--- src/shared/pxe_pkg.sv ---
// Shared constants and types for the indicate byte encoder
`default_nettype none
package pxe_pkg;
   typedef enum logic [3:0] {
      SYM_DATA = 4'h0,
      SYM_I    = 4'h1,
      SYM_J    = 4'h2,
      SYM_K    = 4'h3,
      SYM_T    = 4'h4,
      SYM_R    = 4'h5,
      SYM_S    = 4'h6,
      SYM_H    = 4'h7,
      SYM_Q    = 4'h8,
      SYM_V    = 4'h9
   } pxe_sym_t;

   typedef enum logic [2:0] {
      LS_QUIET   = 3'h0,
      LS_HALT    = 3'h1,
      LS_MASTER  = 3'h2,
      LS_IDLE    = 3'h3,
      LS_NOISE   = 3'h4,
      LS_ACTIVE  = 3'h5,
      LS_UNKNOWN = 3'h6
   } pxe_ls_t;

   // Indicate byte layout
   localparam logic [3:0] LS_MARK          = 4'h1;
   localparam int         KNOWN_BIT        = 3;
   localparam logic [3:0] ZERO_NIBBLE      = 4'h0;
   localparam logic [3:0] IDLE_UNKNOWN_CODE = 4'h3;
   localparam logic [3:0] IDLE_KNOWN_CODE   = 4'hB;
   // Control symbol nibbles sit above 4'h7 so they never alias the line-state marker
   localparam logic [3:0] CTL_I = 4'h8;
   localparam logic [3:0] CTL_J = 4'h9;
   localparam logic [3:0] CTL_K = 4'hA;
   localparam logic [3:0] CTL_T = 4'hB;
   localparam logic [3:0] CTL_R = 4'hC;
   localparam logic [3:0] CTL_S = 4'hD;
   localparam logic [3:0] CTL_H = 4'hE;
   localparam logic [3:0] CTL_Q = 4'hF;
   localparam logic [3:0] CTL_V = 4'h8;

   // Register map
   localparam logic [3:0] REG_STATUS = 4'h0;
   localparam logic [3:0] REG_MASK   = 4'h4;
   localparam logic [3:0] REG_LINE   = 4'h8;
   localparam logic [3:0] REG_CTRL   = 4'hC;
   localparam int         EV_ACTIVE  = 0;
   localparam int         EV_INVALID = 1;
   localparam int         EV_FILLER  = 2;
   localparam int         EV_MISMATCH = 3;
   localparam int         NUM_EV     = 4;
   localparam int         CTRL_RECENTER = 0;
   localparam logic [7:0] RESET_BYTE = 8'h00;
endpackage
`default_nettype wire

--- src/rtl/pxe_indicate_encoder.sv ---
// Receive symbol pair to indicate byte encoder with line state, link error and register port
// How it works
// - Each pair becomes one indicate byte
// - Active state repeats data and control symbols
// - Mixed pair: data zeroed, byte marked control
// - Start delimiter JK enters active state
// - Idle state, non idle pair: unknown code
// - Idle state, idle pair: known code
// - Known bit b3, last state b2-0
// - Idle codes are 0011 and 1011
// - Known bit only when symbols match state
// - Other states, matching pair: known code
// - Other states, mismatching pair: unknown code
// - Invalid in halt, quiet, master, noise, unknown-after-active/idle
// - Link error flag clears on listed conditions
// - Filler byte inserted just ahead of JK
`default_nettype none
module pxe_indicate_encoder (
   input  wire logic              ref_clk,
   input  wire logic              reset_n,
   input  wire logic              pairValid,
   input  wire pxe_pkg::pxe_sym_t kindA,
   input  wire logic [3:0]        nibA,
   input  wire pxe_pkg::pxe_sym_t kindB,
   input  wire logic [3:0]        nibB,
   input  wire logic              offAxisJk,
   input  wire logic              linkErrorSet,
   output logic                   pairReady,
   output logic                   indicateValid,
   output logic [7:0]             indicateByte,
   output logic                   indicateCtl,
   output logic                   phy_not_valid,
   output logic                   linkErrorFlag,
   output logic                   irq,
   input  wire logic [3:0]        regAddr,
   input  wire logic [7:0]        regWrData,
   input  wire logic              regWr,
   input  wire logic              regRd,
   output logic [7:0]             regRdData
);
   logic [7:0]         ctrl;
   logic [pxe_pkg::NUM_EV-1:0] status;
   logic [pxe_pkg::NUM_EV-1:0] mask;
   logic [pxe_pkg::NUM_EV-1:0] events;
   logic               fillValid;
   pxe_pkg::pxe_sym_t  fillKindA;
   pxe_pkg::pxe_sym_t  fillKindB;
   logic [3:0]         fillNibA;
   logic [3:0]         fillNibB;
   logic               fillFiller;
   logic               lastFiller;
   pxe_pkg::pxe_ls_t   lineState;
   pxe_pkg::pxe_ls_t   priorState;
   pxe_pkg::pxe_ls_t   next_lineState;
   logic               ctlA;
   logic               ctlB;
   logic               pairJk;
   logic               pairII;
   logic               pairMatch;
   logic [7:0]         next_indicateByte;
   logic               next_indicateCtl;
   logic               next_invalid;
   logic               lsCode;
   logic               clearLinkError;
   logic               prevInvalid;

   function automatic logic [3:0] ctlNibble(input pxe_pkg::pxe_sym_t k);
      case (k)
         pxe_pkg::SYM_I: ctlNibble = pxe_pkg::CTL_I;
         pxe_pkg::SYM_J: ctlNibble = pxe_pkg::CTL_J;
         pxe_pkg::SYM_K: ctlNibble = pxe_pkg::CTL_K;
         pxe_pkg::SYM_T: ctlNibble = pxe_pkg::CTL_T;
         pxe_pkg::SYM_R: ctlNibble = pxe_pkg::CTL_R;
         pxe_pkg::SYM_S: ctlNibble = pxe_pkg::CTL_S;
         pxe_pkg::SYM_H: ctlNibble = pxe_pkg::CTL_H;
         pxe_pkg::SYM_Q: ctlNibble = pxe_pkg::CTL_Q;
         default:        ctlNibble = pxe_pkg::CTL_V;
      endcase
   endfunction

   pxe_filler_insert u_filler (
      .ref_clk   (ref_clk),
      .reset_n   (reset_n),
      .pairValid (pairValid),
      .kindA     (kindA),
      .nibA      (nibA),
      .kindB     (kindB),
      .nibB      (nibB),
      .insertReq (offAxisJk || ctrl[pxe_pkg::CTRL_RECENTER]),
      .pairReady (pairReady),
      .outValid  (fillValid),
      .outKindA  (fillKindA),
      .outNibA   (fillNibA),
      .outKindB  (fillKindB),
      .outNibB   (fillNibB),
      .outFiller (fillFiller)
   );

   pxe_line_state u_state (
      .ref_clk        (ref_clk),
      .reset_n        (reset_n),
      .pairValid      (fillValid),
      .kindA          (fillKindA),
      .kindB          (fillKindB),
      .lineState      (lineState),
      .priorState     (priorState),
      .next_lineState (next_lineState)
   );

   assign ctlA   = (fillKindA != pxe_pkg::SYM_DATA);
   assign ctlB   = (fillKindB != pxe_pkg::SYM_DATA);
   assign pairJk = (fillKindA == pxe_pkg::SYM_J) && (fillKindB == pxe_pkg::SYM_K);
   assign pairII = (fillKindA == pxe_pkg::SYM_I) && (fillKindB == pxe_pkg::SYM_I);

   // Does the pair agree with the state it leaves the line in
   always_comb begin
      case (next_lineState)
         pxe_pkg::LS_IDLE:   pairMatch = pairII;
         pxe_pkg::LS_HALT:   pairMatch = (fillKindA == pxe_pkg::SYM_H) && (fillKindB == pxe_pkg::SYM_H);
         pxe_pkg::LS_QUIET:  pairMatch = (fillKindA == pxe_pkg::SYM_Q) && (fillKindB == pxe_pkg::SYM_Q);
         pxe_pkg::LS_MASTER: pairMatch = (fillKindA == pxe_pkg::SYM_H && fillKindB == pxe_pkg::SYM_Q)
                                      || (fillKindA == pxe_pkg::SYM_Q && fillKindB == pxe_pkg::SYM_H);
         pxe_pkg::LS_NOISE:  pairMatch = (fillKindA == pxe_pkg::SYM_V) || (fillKindB == pxe_pkg::SYM_V);
         default:            pairMatch = 1'b0;
      endcase
   end

   always_comb begin
      next_indicateByte = pxe_pkg::RESET_BYTE;
      next_indicateCtl  = 1'b1;
      lsCode            = 1'b0;
      if (next_lineState == pxe_pkg::LS_ACTIVE) begin
         next_indicateCtl = ctlA || ctlB;
         next_indicateByte[7:4] = ctlA ? ctlNibble(fillKindA)
                                : (ctlB ? pxe_pkg::ZERO_NIBBLE : fillNibA);
         next_indicateByte[3:0] = ctlB ? ctlNibble(fillKindB)
                                : (ctlA ? pxe_pkg::ZERO_NIBBLE : fillNibB);
      end else if (next_lineState == pxe_pkg::LS_IDLE) begin
         lsCode = 1'b1;
         next_indicateByte = {pxe_pkg::LS_MARK,
                              pairII ? pxe_pkg::IDLE_KNOWN_CODE : pxe_pkg::IDLE_UNKNOWN_CODE};
      end else begin
         lsCode = 1'b1;
         next_indicateByte = {pxe_pkg::LS_MARK, pairMatch, next_lineState};
      end
   end

   // Output stage: one byte per taken pair, two cycles after the source handshake
   always_ff @(posedge ref_clk or negedge reset_n) begin
      if (!reset_n) begin
         indicateValid <= 1'b0;
         indicateByte  <= pxe_pkg::RESET_BYTE;
         indicateCtl   <= 1'b0;
      end else begin
         indicateValid <= fillValid;
         if (fillValid) begin
            indicateByte <= next_indicateByte;
            indicateCtl  <= next_indicateCtl;
         end
      end
   end

   assign next_invalid = (lineState == pxe_pkg::LS_HALT) || (lineState == pxe_pkg::LS_QUIET)
                      || (lineState == pxe_pkg::LS_MASTER) || (lineState == pxe_pkg::LS_NOISE)
                      || ((lineState == pxe_pkg::LS_UNKNOWN)
                          && (priorState == pxe_pkg::LS_ACTIVE || priorState == pxe_pkg::LS_IDLE));
   assign phy_not_valid = next_invalid;

   assign clearLinkError = fillValid && (
         ((lineState == pxe_pkg::LS_ACTIVE || lineState == pxe_pkg::LS_IDLE) && pairJk)
      || ((lineState == pxe_pkg::LS_UNKNOWN) && (priorState == pxe_pkg::LS_ACTIVE) && linkErrorFlag
          && !lastFiller && !pairJk && !pairII
          && !(fillKindA == pxe_pkg::SYM_H && (fillKindB == pxe_pkg::SYM_H || fillKindB == pxe_pkg::SYM_I))));

   // Set wins: an error in the clearing cycle is kept
   always_ff @(posedge ref_clk or negedge reset_n) begin
      if (!reset_n) begin
         linkErrorFlag <= 1'b0;
      end else if (linkErrorSet) begin
         linkErrorFlag <= 1'b1;
      end else if (clearLinkError) begin
         linkErrorFlag <= 1'b0;
      end
   end

   always_ff @(posedge ref_clk or negedge reset_n) begin
      if (!reset_n) begin
         lastFiller <= 1'b0;
      end else if (fillValid) begin
         lastFiller <= fillFiller;
      end
   end

   assign events[pxe_pkg::EV_ACTIVE]   = fillValid && pairJk && (lineState != pxe_pkg::LS_ACTIVE);
   // Line resets to quiet, already invalid, so no false rise after reset
   always_ff @(posedge ref_clk or negedge reset_n) begin
      if (!reset_n) begin
         prevInvalid <= 1'b1;
      end else begin
         prevInvalid <= next_invalid;
      end
   end

   assign events[pxe_pkg::EV_INVALID]  = next_invalid && !prevInvalid;
   assign events[pxe_pkg::EV_FILLER]   = fillValid && fillFiller;
   assign events[pxe_pkg::EV_MISMATCH] = fillValid && lsCode && !next_indicateByte[pxe_pkg::KNOWN_BIT];

   always_ff @(posedge ref_clk or negedge reset_n) begin
      if (!reset_n) begin
         status <= '0;
      end else begin
         status <= (status & ~((regWr && regAddr == pxe_pkg::REG_STATUS)
                   ? regWrData[pxe_pkg::NUM_EV-1:0] : '0)) | events;
      end
   end

   always_ff @(posedge ref_clk or negedge reset_n) begin
      if (!reset_n) begin
         mask <= '0;
         ctrl <= pxe_pkg::RESET_BYTE;
      end else if (regWr) begin
         if (regAddr == pxe_pkg::REG_MASK) begin
            mask <= regWrData[pxe_pkg::NUM_EV-1:0];
         end
         if (regAddr == pxe_pkg::REG_CTRL) begin
            ctrl <= regWrData;
         end
      end
   end

   assign irq = |(status & mask);

   always_ff @(posedge ref_clk or negedge reset_n) begin
      if (!reset_n) begin
         regRdData <= pxe_pkg::RESET_BYTE;
      end else if (regRd) begin
         case (regAddr)
            pxe_pkg::REG_STATUS: regRdData <= {4'h0, status};
            pxe_pkg::REG_MASK:   regRdData <= {4'h0, mask};
            pxe_pkg::REG_LINE:   regRdData <= {priorState, lineState, next_invalid, linkErrorFlag};
            pxe_pkg::REG_CTRL:   regRdData <= ctrl;
            default:             regRdData <= pxe_pkg::RESET_BYTE;
         endcase
      end else begin
         regRdData <= pxe_pkg::RESET_BYTE;
      end
   end
endmodule
`default_nettype wire

--- src/rtl/pxe_filler_insert.sv ---
// Filler byte insertion ahead of a start delimiter pair
`default_nettype none
module pxe_filler_insert (
   input  wire logic              ref_clk,
   input  wire logic              reset_n,
   input  wire logic              pairValid,
   input  wire pxe_pkg::pxe_sym_t kindA,
   input  wire logic [3:0]        nibA,
   input  wire pxe_pkg::pxe_sym_t kindB,
   input  wire logic [3:0]        nibB,
   input  wire logic              insertReq,
   output logic                   pairReady,
   output logic                   outValid,
   output pxe_pkg::pxe_sym_t      outKindA,
   output logic [3:0]             outNibA,
   output pxe_pkg::pxe_sym_t      outKindB,
   output logic [3:0]             outNibB,
   output logic                   outFiller
);
   logic holdJk;
   logic isJk;

   assign isJk = (kindA == pxe_pkg::SYM_J) && (kindB == pxe_pkg::SYM_K);
   // Source stalls for the one slot the filler steals
   assign pairReady = !holdJk;

   always_ff @(posedge ref_clk or negedge reset_n) begin
      if (!reset_n) begin
         holdJk    <= 1'b0;
         outValid  <= 1'b0;
         outFiller <= 1'b0;
         outKindA  <= pxe_pkg::SYM_I;
         outKindB  <= pxe_pkg::SYM_I;
         outNibA   <= pxe_pkg::ZERO_NIBBLE;
         outNibB   <= pxe_pkg::ZERO_NIBBLE;
      end else if (holdJk) begin
         holdJk    <= 1'b0;
         outValid  <= 1'b1;
         outFiller <= 1'b0;
         outKindA  <= pxe_pkg::SYM_J;
         outKindB  <= pxe_pkg::SYM_K;
         outNibA   <= pxe_pkg::ZERO_NIBBLE;
         outNibB   <= pxe_pkg::ZERO_NIBBLE;
      end else if (pairValid && isJk && insertReq) begin
         holdJk    <= 1'b1;
         outValid  <= 1'b1;
         outFiller <= 1'b1;
         outKindA  <= pxe_pkg::SYM_I;
         outKindB  <= pxe_pkg::SYM_I;
         outNibA   <= pxe_pkg::ZERO_NIBBLE;
         outNibB   <= pxe_pkg::ZERO_NIBBLE;
      end else begin
         outValid  <= pairValid;
         outFiller <= 1'b0;
         if (pairValid) begin
            outKindA <= kindA;
            outKindB <= kindB;
            outNibA  <= nibA;
            outNibB  <= nibB;
         end
      end
   end
endmodule
`default_nettype wire

--- src/rtl/pxe_line_state.sv ---
// Line state detector with prior line state tracking
`default_nettype none
module pxe_line_state (
   input  wire logic              ref_clk,
   input  wire logic              reset_n,
   input  wire logic              pairValid,
   input  wire pxe_pkg::pxe_sym_t kindA,
   input  wire pxe_pkg::pxe_sym_t kindB,
   output pxe_pkg::pxe_ls_t       lineState,
   output pxe_pkg::pxe_ls_t       priorState,
   output pxe_pkg::pxe_ls_t       next_lineState
);
   logic isCtlH;
   logic isCtlQ;
   logic anyV;

   assign isCtlH = (kindA == pxe_pkg::SYM_H) || (kindB == pxe_pkg::SYM_H);
   assign isCtlQ = (kindA == pxe_pkg::SYM_Q) || (kindB == pxe_pkg::SYM_Q);
   assign anyV   = (kindA == pxe_pkg::SYM_V) || (kindB == pxe_pkg::SYM_V);

   always_comb begin
      next_lineState = lineState;
      if (pairValid) begin
         if (kindA == pxe_pkg::SYM_J && kindB == pxe_pkg::SYM_K) begin
            next_lineState = pxe_pkg::LS_ACTIVE;
         end else if (anyV) begin
            next_lineState = pxe_pkg::LS_NOISE;
         end else if (kindA == pxe_pkg::SYM_I && kindB == pxe_pkg::SYM_I) begin
            next_lineState = pxe_pkg::LS_IDLE;
         end else if (kindA == pxe_pkg::SYM_H && kindB == pxe_pkg::SYM_H) begin
            next_lineState = pxe_pkg::LS_HALT;
         end else if (kindA == pxe_pkg::SYM_Q && kindB == pxe_pkg::SYM_Q) begin
            next_lineState = pxe_pkg::LS_QUIET;
         end else if (isCtlH && isCtlQ) begin
            next_lineState = pxe_pkg::LS_MASTER;
         end else if (lineState == pxe_pkg::LS_ACTIVE && (isCtlH || isCtlQ)) begin
            // Frame broken by line-state symbols
            next_lineState = pxe_pkg::LS_UNKNOWN;
         end
      end
   end

   always_ff @(posedge ref_clk or negedge reset_n) begin
      if (!reset_n) begin
         lineState  <= pxe_pkg::LS_QUIET;
         priorState <= pxe_pkg::LS_QUIET;
      end else if (next_lineState != lineState) begin
         lineState  <= next_lineState;
         priorState <= lineState;
      end
   end
endmodule
`default_nettype wire

--- config.mk ---
export PLATFORM = sky130hd
export DESIGN_NAME = pxe_indicate_encoder
export DESIGN_NICKNAME = d
export VERILOG_FILES = /design/src/shared/pxe_pkg.sv /design/src/rtl/pxe_indicate_encoder.sv /design/src/rtl/pxe_filler_insert.sv /design/src/rtl/pxe_line_state.sv
export SDC_FILE = /design/constraint.sdc
export NUM_CORES = 1
export LEC_CHECK = 0
export ABC_AREA = 1
export BUFFER_PORTS_ARGS = -buffer_cell sky130_fd_sc_hd__buf_2
export CAP_MARGIN = 20
export CORE_MARGIN = 2
export CORE_UTILIZATION = 60
export DETAILED_ROUTE_END_ITERATION = 10
export HOLD_SLACK_MARGIN = 0.02
export PLACE_DENSITY = 0.91
export REMOVE_ABC_BUFFERS = 1
export SLEW_MARGIN = 20
export SYNTH_ARGS = -nofsm -noshare
export SYNTH_HDL_FRONTEND = slang
export SYNTH_HIERARCHICAL = 1
export SYNTH_SLANG_ARGS = --single-unit
--- constraint.sdc ---
create_clock -name ref_clk -period 3.87 [get_ports ref_clk]
set_clock_uncertainty 0.1 [all_clocks]
set_input_delay 0.774 -clock ref_clk [delete_from_list [all_inputs] [get_ports ref_clk]]
set_output_delay 0.774 -clock ref_clk [all_outputs]
set_load 0.02 [all_outputs]
=== Word-level counts from Yosys, hierarchy flattened ===
Memories as Yosys holds them, arrays and structs flattened.
Index checks and enable logic that the tools add are counted.

* Logic and storage cells: 153
* Flip-flop bits (word level): 61
* Memories kept: 2
* ROM bits: 96
* Output and inout port bits: 22
* Input port bits: 35

* Bitwise gates (word level): 4
* Reductions and logical operators: 60
* Eq/ne operators: 30
* Mux-type cells: 39

{| class="wikitable"
|+ Memories
! memory !! depth !! width !! rd ports !! clocked after Yosys merged registers in !! wr ports !! line !! text
|-
| (name not given) || 16 || 3 || 1 || 0 || 0 || pxe_indicate_encoder.sv:68 || <nowiki>case (k)</nowiki>
|-
| (name not given) || 16 || 3 || 1 || 0 || 0 || pxe_indicate_encoder.sv:68 ||
|}

{| class="wikitable"
|+ Operator list
! kind !! count
|-
| $mux 4 || 19
|-
| $pmux 8 s4 || 1
|-
| $logic_and 1x1->1 || 28
|-
| $eq 4x4->1 const B || 6
|-
| $mux 3 || 8
|-
| $eq 3x3->1 const B || 6
|-
| $eq 4x2->1 const B || 4
|-
| $mux 8 || 2
|-
| $eq 3x2->1 const B || 5
|-
| $logic_or 1x1->1 || 15
|-
| $eq 4x3->1 const B || 3
|-
| $and 4x4->4 || 2
|-
| $eq 4x1->1 const B || 2
|-
| $mux 1 || 8
|-
| $reduce_bool 4->1 || 2
|-
| $logic_not 1->1 || 7
|-
| $eq 3x1->1 const B || 2
|-
| $logic_not 3->1 || 2
|-
| $logic_not 4->1 || 1
|-
| $not 4->4 || 1
|-
| $or 4x4->4 || 1
|-
| $pmux 1 s4 || 1
|-
| $reduce_and 2->1 || 2
|-
| $reduce_or 4->1 || 1
|-
| other kinds (4) || 4
|}

=== Longest topological paths before layout ===
* Depth in word-level cells: 19
* Gate-level depth with buffers: 20
* Depth with buffers taken out: 20

=== Hierarchy ===
Netlist, hierarchy kept.

{| class="wikitable"
|+ By module, submodules not included
! module !! area an instance (um^2) !! seq. area each (um^2) !! cells each !! times used
|-
| pxe_indicate_encoder || 2109.5 || 927.1 || 268 || 1
|-
| pxe_filler_insert || 748.2 || 452.9 || 85 || 1
|-
| pxe_line_state || 619.3 || 150.1 || 112 || 1
|}

=== Worst setup path after synthesis ===
Ideal clock, no wire load.

* Kind: reg2reg
* From: register u_filler.outKindA[0]
* To: register indicateByte[5]
* Setup slack: 1.556 ns
* Setup time: 0.068 ns
* Buffers on the path: 0
* Data required time: 3.702 ns
* Period minus slack after synthesis: 2.314 ns
* Stages on the path, launching flop included: 19
* Arrival: 2.146 ns
* Path through: dfstp_2 -> nor2_1 -> nand2_1 -> nand2_2 -> nand2_2 -> inv_1 -> nor2_1 -> nand2_1 -> nand2_1 -> nand2_2 -> a22oi_1 -> inv_1 -> nor2_1 -> nand2_1 -> nor2_4 -> inv_1 -> nor2_1 -> nand4_1 -> nand3_1

* Longest elaborated chain between the ends: 14
* Elaborated cells on any way between the ends: 28
* Those cells by class: eq/ne (6); mux (10); reduce/logical (11); memory (1)

{| class="wikitable"
|+ RTL lines
! what !! line !! text
|-
| start, declared || pxe_filler_insert.sv:14 || <nowiki>output pxe_pkg::pxe_sym_t outKindA,</nowiki>
|-
| start signal, assigned || pxe_filler_insert.sv:32 || <nowiki>outKindA <= pxe_pkg::SYM_I;</nowiki>
|-
| start signal, assigned || pxe_filler_insert.sv:40 || <nowiki>outKindA <= pxe_pkg::SYM_J;</nowiki>
|-
| start signal, assigned || pxe_filler_insert.sv:48 || <nowiki>outKindA <= pxe_pkg::SYM_I;</nowiki>
|-
| $eq 4x3->1 / $eq 4x4->1 (equally long branches) || -- ||
|-
| $logic_or 1x1->1 (on tied branches) || pxe_line_state.sv:17, pxe_line_state.sv:18 ||
|-
| $logic_or 1x1->1 || pxe_line_state.sv:36 || <nowiki>end else if (lineState == pxe_pkg::LS_ACTIVE && (isCtlH || isCtlQ)) begin</nowiki>
|-
| $logic_and 1x1->1 || pxe_line_state.sv:36 ||
|-
| $mux 3 || pxe_line_state.sv:36 ||
|-
| $mux 3 || pxe_line_state.sv:34 || <nowiki>end else if (isCtlH && isCtlQ) begin</nowiki>
|-
| $mux 3 || pxe_line_state.sv:32 || <nowiki>end else if (kindA == pxe_pkg::SYM_Q && kindB == pxe_pkg::SYM_Q) begin</nowiki>
|-
| $mux 3 || pxe_line_state.sv:30 || <nowiki>end else if (kindA == pxe_pkg::SYM_H && kindB == pxe_pkg::SYM_H) begin</nowiki>
|-
| $mux 3 || pxe_line_state.sv:28 || <nowiki>end else if (kindA == pxe_pkg::SYM_I && kindB == pxe_pkg::SYM_I) begin</nowiki>
|-
| $mux 3 || pxe_line_state.sv:26 || <nowiki>end else if (anyV) begin</nowiki>
|-
| $mux 3 * || pxe_line_state.sv:24 || <nowiki>if (kindA == pxe_pkg::SYM_J && kindB == pxe_pkg::SYM_K) begin</nowiki>
|-
| $mux 3 * || pxe_line_state.sv:23 || <nowiki>if (pairValid) begin</nowiki>
|-
| via next_lineState[0] || pxe_indicate_encoder.sv:54 || <nowiki>pxe_pkg::pxe_ls_t next_lineState;</nowiki>
|-
| $eq 3x3->1 * || pxe_indicate_encoder.sv:132 || <nowiki>if (next_lineState == pxe_pkg::LS_ACTIVE) begin</nowiki>
|-
| $mux 8 * || pxe_indicate_encoder.sv:132 ||
|-
| end signal, assigned || pxe_indicate_encoder.sv:152 || <nowiki>indicateByte <= pxe_pkg::RESET_BYTE;</nowiki>
|-
| end signal, assigned || pxe_indicate_encoder.sv:157 || <nowiki>indicateByte <= next_indicateByte;</nowiki>
|-
| end, declared || pxe_indicate_encoder.sv:30 || <nowiki>output logic [7:0] indicateByte,</nowiki>
|}

Mark *: on every way through the listed nets, which the timed path passes. The rest lies on a longest branch.
A chain may end at the register's enable or synchronous reset.

=== Worst setup path in the final report ===
* From: register u_filler.outKindB[3]
* To: register indicateByte[5]

* Longest elaborated chain between the ends: 14
* Elaborated cells on any way between the ends: 28
* Those cells by class: eq/ne (6); mux (11); reduce/logical (11)

{| class="wikitable"
|+ RTL lines
! what !! line !! text
|-
| start, declared || pxe_filler_insert.sv:16 || <nowiki>output pxe_pkg::pxe_sym_t outKindB,</nowiki>
|-
| start signal, assigned || pxe_filler_insert.sv:33 || <nowiki>outKindB <= pxe_pkg::SYM_I;</nowiki>
|-
| start signal, assigned || pxe_filler_insert.sv:41 || <nowiki>outKindB <= pxe_pkg::SYM_K;</nowiki>
|-
| start signal, assigned || pxe_filler_insert.sv:49 || <nowiki>outKindB <= pxe_pkg::SYM_I;</nowiki>
|-
| $eq 4x3->1 / $eq 4x4->1 (equally long branches) || -- ||
|-
| $logic_or 1x1->1 (on tied branches) || pxe_line_state.sv:17, pxe_line_state.sv:18 ||
|-
| $logic_or 1x1->1 || pxe_line_state.sv:36 ||
|-
| $logic_and 1x1->1 || pxe_line_state.sv:36 ||
|-
| $mux 3 || pxe_line_state.sv:36 ||
|-
| $mux 3 || pxe_line_state.sv:34 ||
|-
| $mux 3 || pxe_line_state.sv:32 ||
|-
| $mux 3 || pxe_line_state.sv:30 ||
|-
| $mux 3 || pxe_line_state.sv:28 ||
|-
| $mux 3 || pxe_line_state.sv:26 ||
|-
| $mux 3 * || pxe_line_state.sv:24 ||
|-
| $mux 3 * || pxe_line_state.sv:23 ||
|-
| via next_lineState[0] || pxe_indicate_encoder.sv:54 ||
|-
| $eq 3x3->1 * || pxe_indicate_encoder.sv:132 ||
|-
| $mux 8 * || pxe_indicate_encoder.sv:132 ||
|}

Marked as above.

==> run summary <==
Status: finished, final reports clean
Slew @ Worst Pin: 638.3 ps
Avg Inst Size Synth: 7.478 um2
Hold slack: 334.8 ps
Ratio of cells with drive above 1 in the final layout: 20.00%
Seq/Total Area, Yosys: 44.01%
Slowest-stage cell, CP: dfrtp_1
Cell Chain, Critical Path: inv_1, nand4_1, nand2_2, nand2_2, inv_1, nor2_1, nand2_1, nand2_1, nand2_2, a22oi_1, inv_1, nor2_1, nand2_1, nor2_4, inv_1, nor2_1, nand4_1, nand3_1
Fin crit share: 69.91%
Synthesis-stage register bit count: 61
Post-CTS setup buffers: 0
Critical Path RT: 4040 ps
CTS tree: built
Row count: 27
Max Fclk: 369.6 MHz
Cts bufs inserted: 9
DRC viols: 0
Final cell count without fillers: 607
Clk Latency, worst-skew pair: 340 ps
Post-synthesis cell area: 3477 um2
Setup Total Neg Slack: 0 ps
Post-cts gate resize count: 0
WS Path Type: flip-flop to flip-flop
Filler cell count: 448
Initial antenna violation count: 0
Core Box Area: 5540 um2
Max-cap violations: 0
Hpwl dp: 5.811 mm
Remaining global-route overflow: 0
Multi-input gate area: 1655 um2
CP Data Arrival Time: 2880 ps
CTS H-tree lvls: 3
Die Ht: 80.13 um
Yosys warnings: 6
CTS Sinks: 61
Slew Limit Fails: 0
WL per Instance: 12.63 um
Rel. slew slack: 57.40%
Setup crit start kind: flip-flop
VDD IR max: 0.0003285 V
Width of the chip: 80.13 um
Ant diodes: 0
Mapped Cells: 465
Power Dens Cells: 487.7 nW/um2
Die ar.: 6420 um2
Synth-to-layout area growth: 16.19%
Placed Cells incl. Taps: 591
Clock buffer depth: 2
Largest net degree at the start of global routing: 53
Final setup vio count: 0
Drt total wl: 7.664 mm
Vias per cell: 5.280
Final hold violations: 0
Total track usage: 25.81%
Net count, final: 575
Top cell type's share of synthesized area: 41.74%
# IOs: 57
Yosys cell types: 36
Clock root buffer master: clkbuf_8
RSZ-0062 raised after global routing: false
Crit-path max cell delay: 510 ps
Most used cell, CP: inv_1
Vias: 3205
Global-route wire length before repair: 12.85 mm
Detail Route Antenna Nets: 0
Worst hold path type: primary input to asynchronous set/reset pin
DR pass1 iterations: 5
Initial core utilization: 62.76%
Cells on worst reg2reg path: 18
Min Tclk post-route: 2706 ps
CTS Hold Bufs: 0
Total power: 0.001970 W
Crit Path Max Fanout: 9
Top cells by area, synth: dfrtp_1, nand2_1, inv_1
Fin util: 72.92%
Area leader, netlist: dfrtp_1
I/O Buffers: 56
Vias in the first global route: 3057
Reg area: 1530 um2
CP endpoint kind: flip-flop
Pleak: 2.225 nW
Worst-path clk slew: 70 ps
Drt initial violations: 142
Placer Congestion: 0.9218
[critical path, delay by kind of cell, from the launching register on]
| family | cells | cell delay [ps] |
|---|---|---|
| simple gates | 13 | 1330 |
| flops | 1 | 510 |
| compound gates | 1 | 330 |
| buf+inv | 4 | 380 |
[cell usage after synthesis]
| master | instances |
|---|---|
| nand2_1 | 141 |
| inv_1 | 66 |
| dfrtp_1 | 58 |
| nor2_1 | 42 |
| nand3_1 | 35 |
| o21ai_0 | 27 |
| a21oi_1 | 19 |
| ha_1 | 10 |
| nand4_1 | 10 |
| nor2_2 | 8 |
| nand2_2 | 6 |
| inv_2 | 4 |
| nor2_4 | 4 |
| o22ai_1 | 4 |
| a22oi_1 | 3 |
| dfstp_2 | 3 |
| a211oi_1 | 2 |
| mux2_2 | 2 |
| mux2_4 | 2 |
| nand3_2 | 2 |
| o211ai_1 | 2 |
| a22o_2 | 1 |
| a31oi_1 | 1 |
| a41oi_1 | 1 |
| buf_2 | 1 |
| buf_4 | 1 |
| buf_6 | 1 |
| clkinv_2 | 1 |
| mux2i_1 | 1 |
| nand2_4 | 1 |
| nand3b_1 | 1 |
| nor3_1 | 1 |
| o2111ai_1 | 1 |
| o21ai_2 | 1 |
| o22a_2 | 1 |
| or2_2 | 1 |
[power by group]
part	switching, W	leakage (nW)	total (W)	internal [W]
sequential	0.000103	0.744	0.000857	0.000754
clock	0.000229	0.104	0.000580	0.000351
combinational	0.000343	1.38	0.000534	0.000191
[state kept, by name, summed over array words and instances (netlist names)]
signal,count
lastFiller,1
linkErrorFlag,1
u_filler/outNibA,4
u_filler/outKindA,4
status,4
indicateValid,1
indicateCtl,1
u_state/lineState,3
indicateByte,8
ctrl,8
u_filler/outNibB,4
u_filler/outValid,1
mask,4
u_filler/holdJk,1
u_state/priorState,3
u_filler/outKindB,4
prevInvalid,1
regRdData,8
[logic make-up after synthesis]
kind of cell / Yosys count / share of synthesized area [%]
mux: 5 / 1.799
buf+inv: 74 / 8.384
flops: 61 / 44.01
compound gates: 63 / 10.36
fa+ha+maj: 10 / 3.598
simple gates: 252 / 31.85
[stage by stage]
step	cell area [um2]	worst slack, ps
floorplan	3453	1556
global placement	3831	1394
detailed placement	3831	1223
CTS	4038	1172
global route	4040	811.0
finish	4040	1164
[cell usage in the layout (no fill, tap or decap), drive strengths merged, types with 10 or more instances in the layout]
cell type / instances
nand2: 148
inv: 70
dfrtp: 58
buf: 57
nor2: 54
nand3: 37
o21ai: 28
a21oi: 19
clkbuf: 15
nand4: 10
ha: 10
[path summary, 6_finish.rpt]
check / start / to / slack [ps]
setup / recovery: u_filler/outKindB[3] / indicateByte[5] / 1160
hold / removal: reset_n / status[1] / 330
setup reg to reg: u_filler/outKindB[3] / indicateByte[5] / 1160
hold reg to reg: u_filler/outNibB[3] / u_filler/outNibB[3] / 390
max in group asynchronous: reset_n / indicateByte[7] / 2720
min in group ref_clk: u_filler/outNibB[3] / u_filler/outNibB[3] / 390
[area by class of cell]
class / instances / area share [%]
well taps: 72 / 2.230
clock buffers: 15 / 4.367
repair buffers: 57 / 7.185
multi-input cells: 330 / 40.97
flip-flops and latches: 61 / 37.88
inverters: 71 / 6.627
clock inverters: 1 / 0.7433
[per-layer routing]
metal  share of wire (%)  GRT usage, %  vias to the layer above
met3                 6.1         6.966                       16
met5                   0             0                        -
met2                  50         45.42                      112
li1                    -             -                     1612
met4                 2.0         8.814                        0
met1                  42         30.33                     1465
Power figures use the tool's default switching activity.
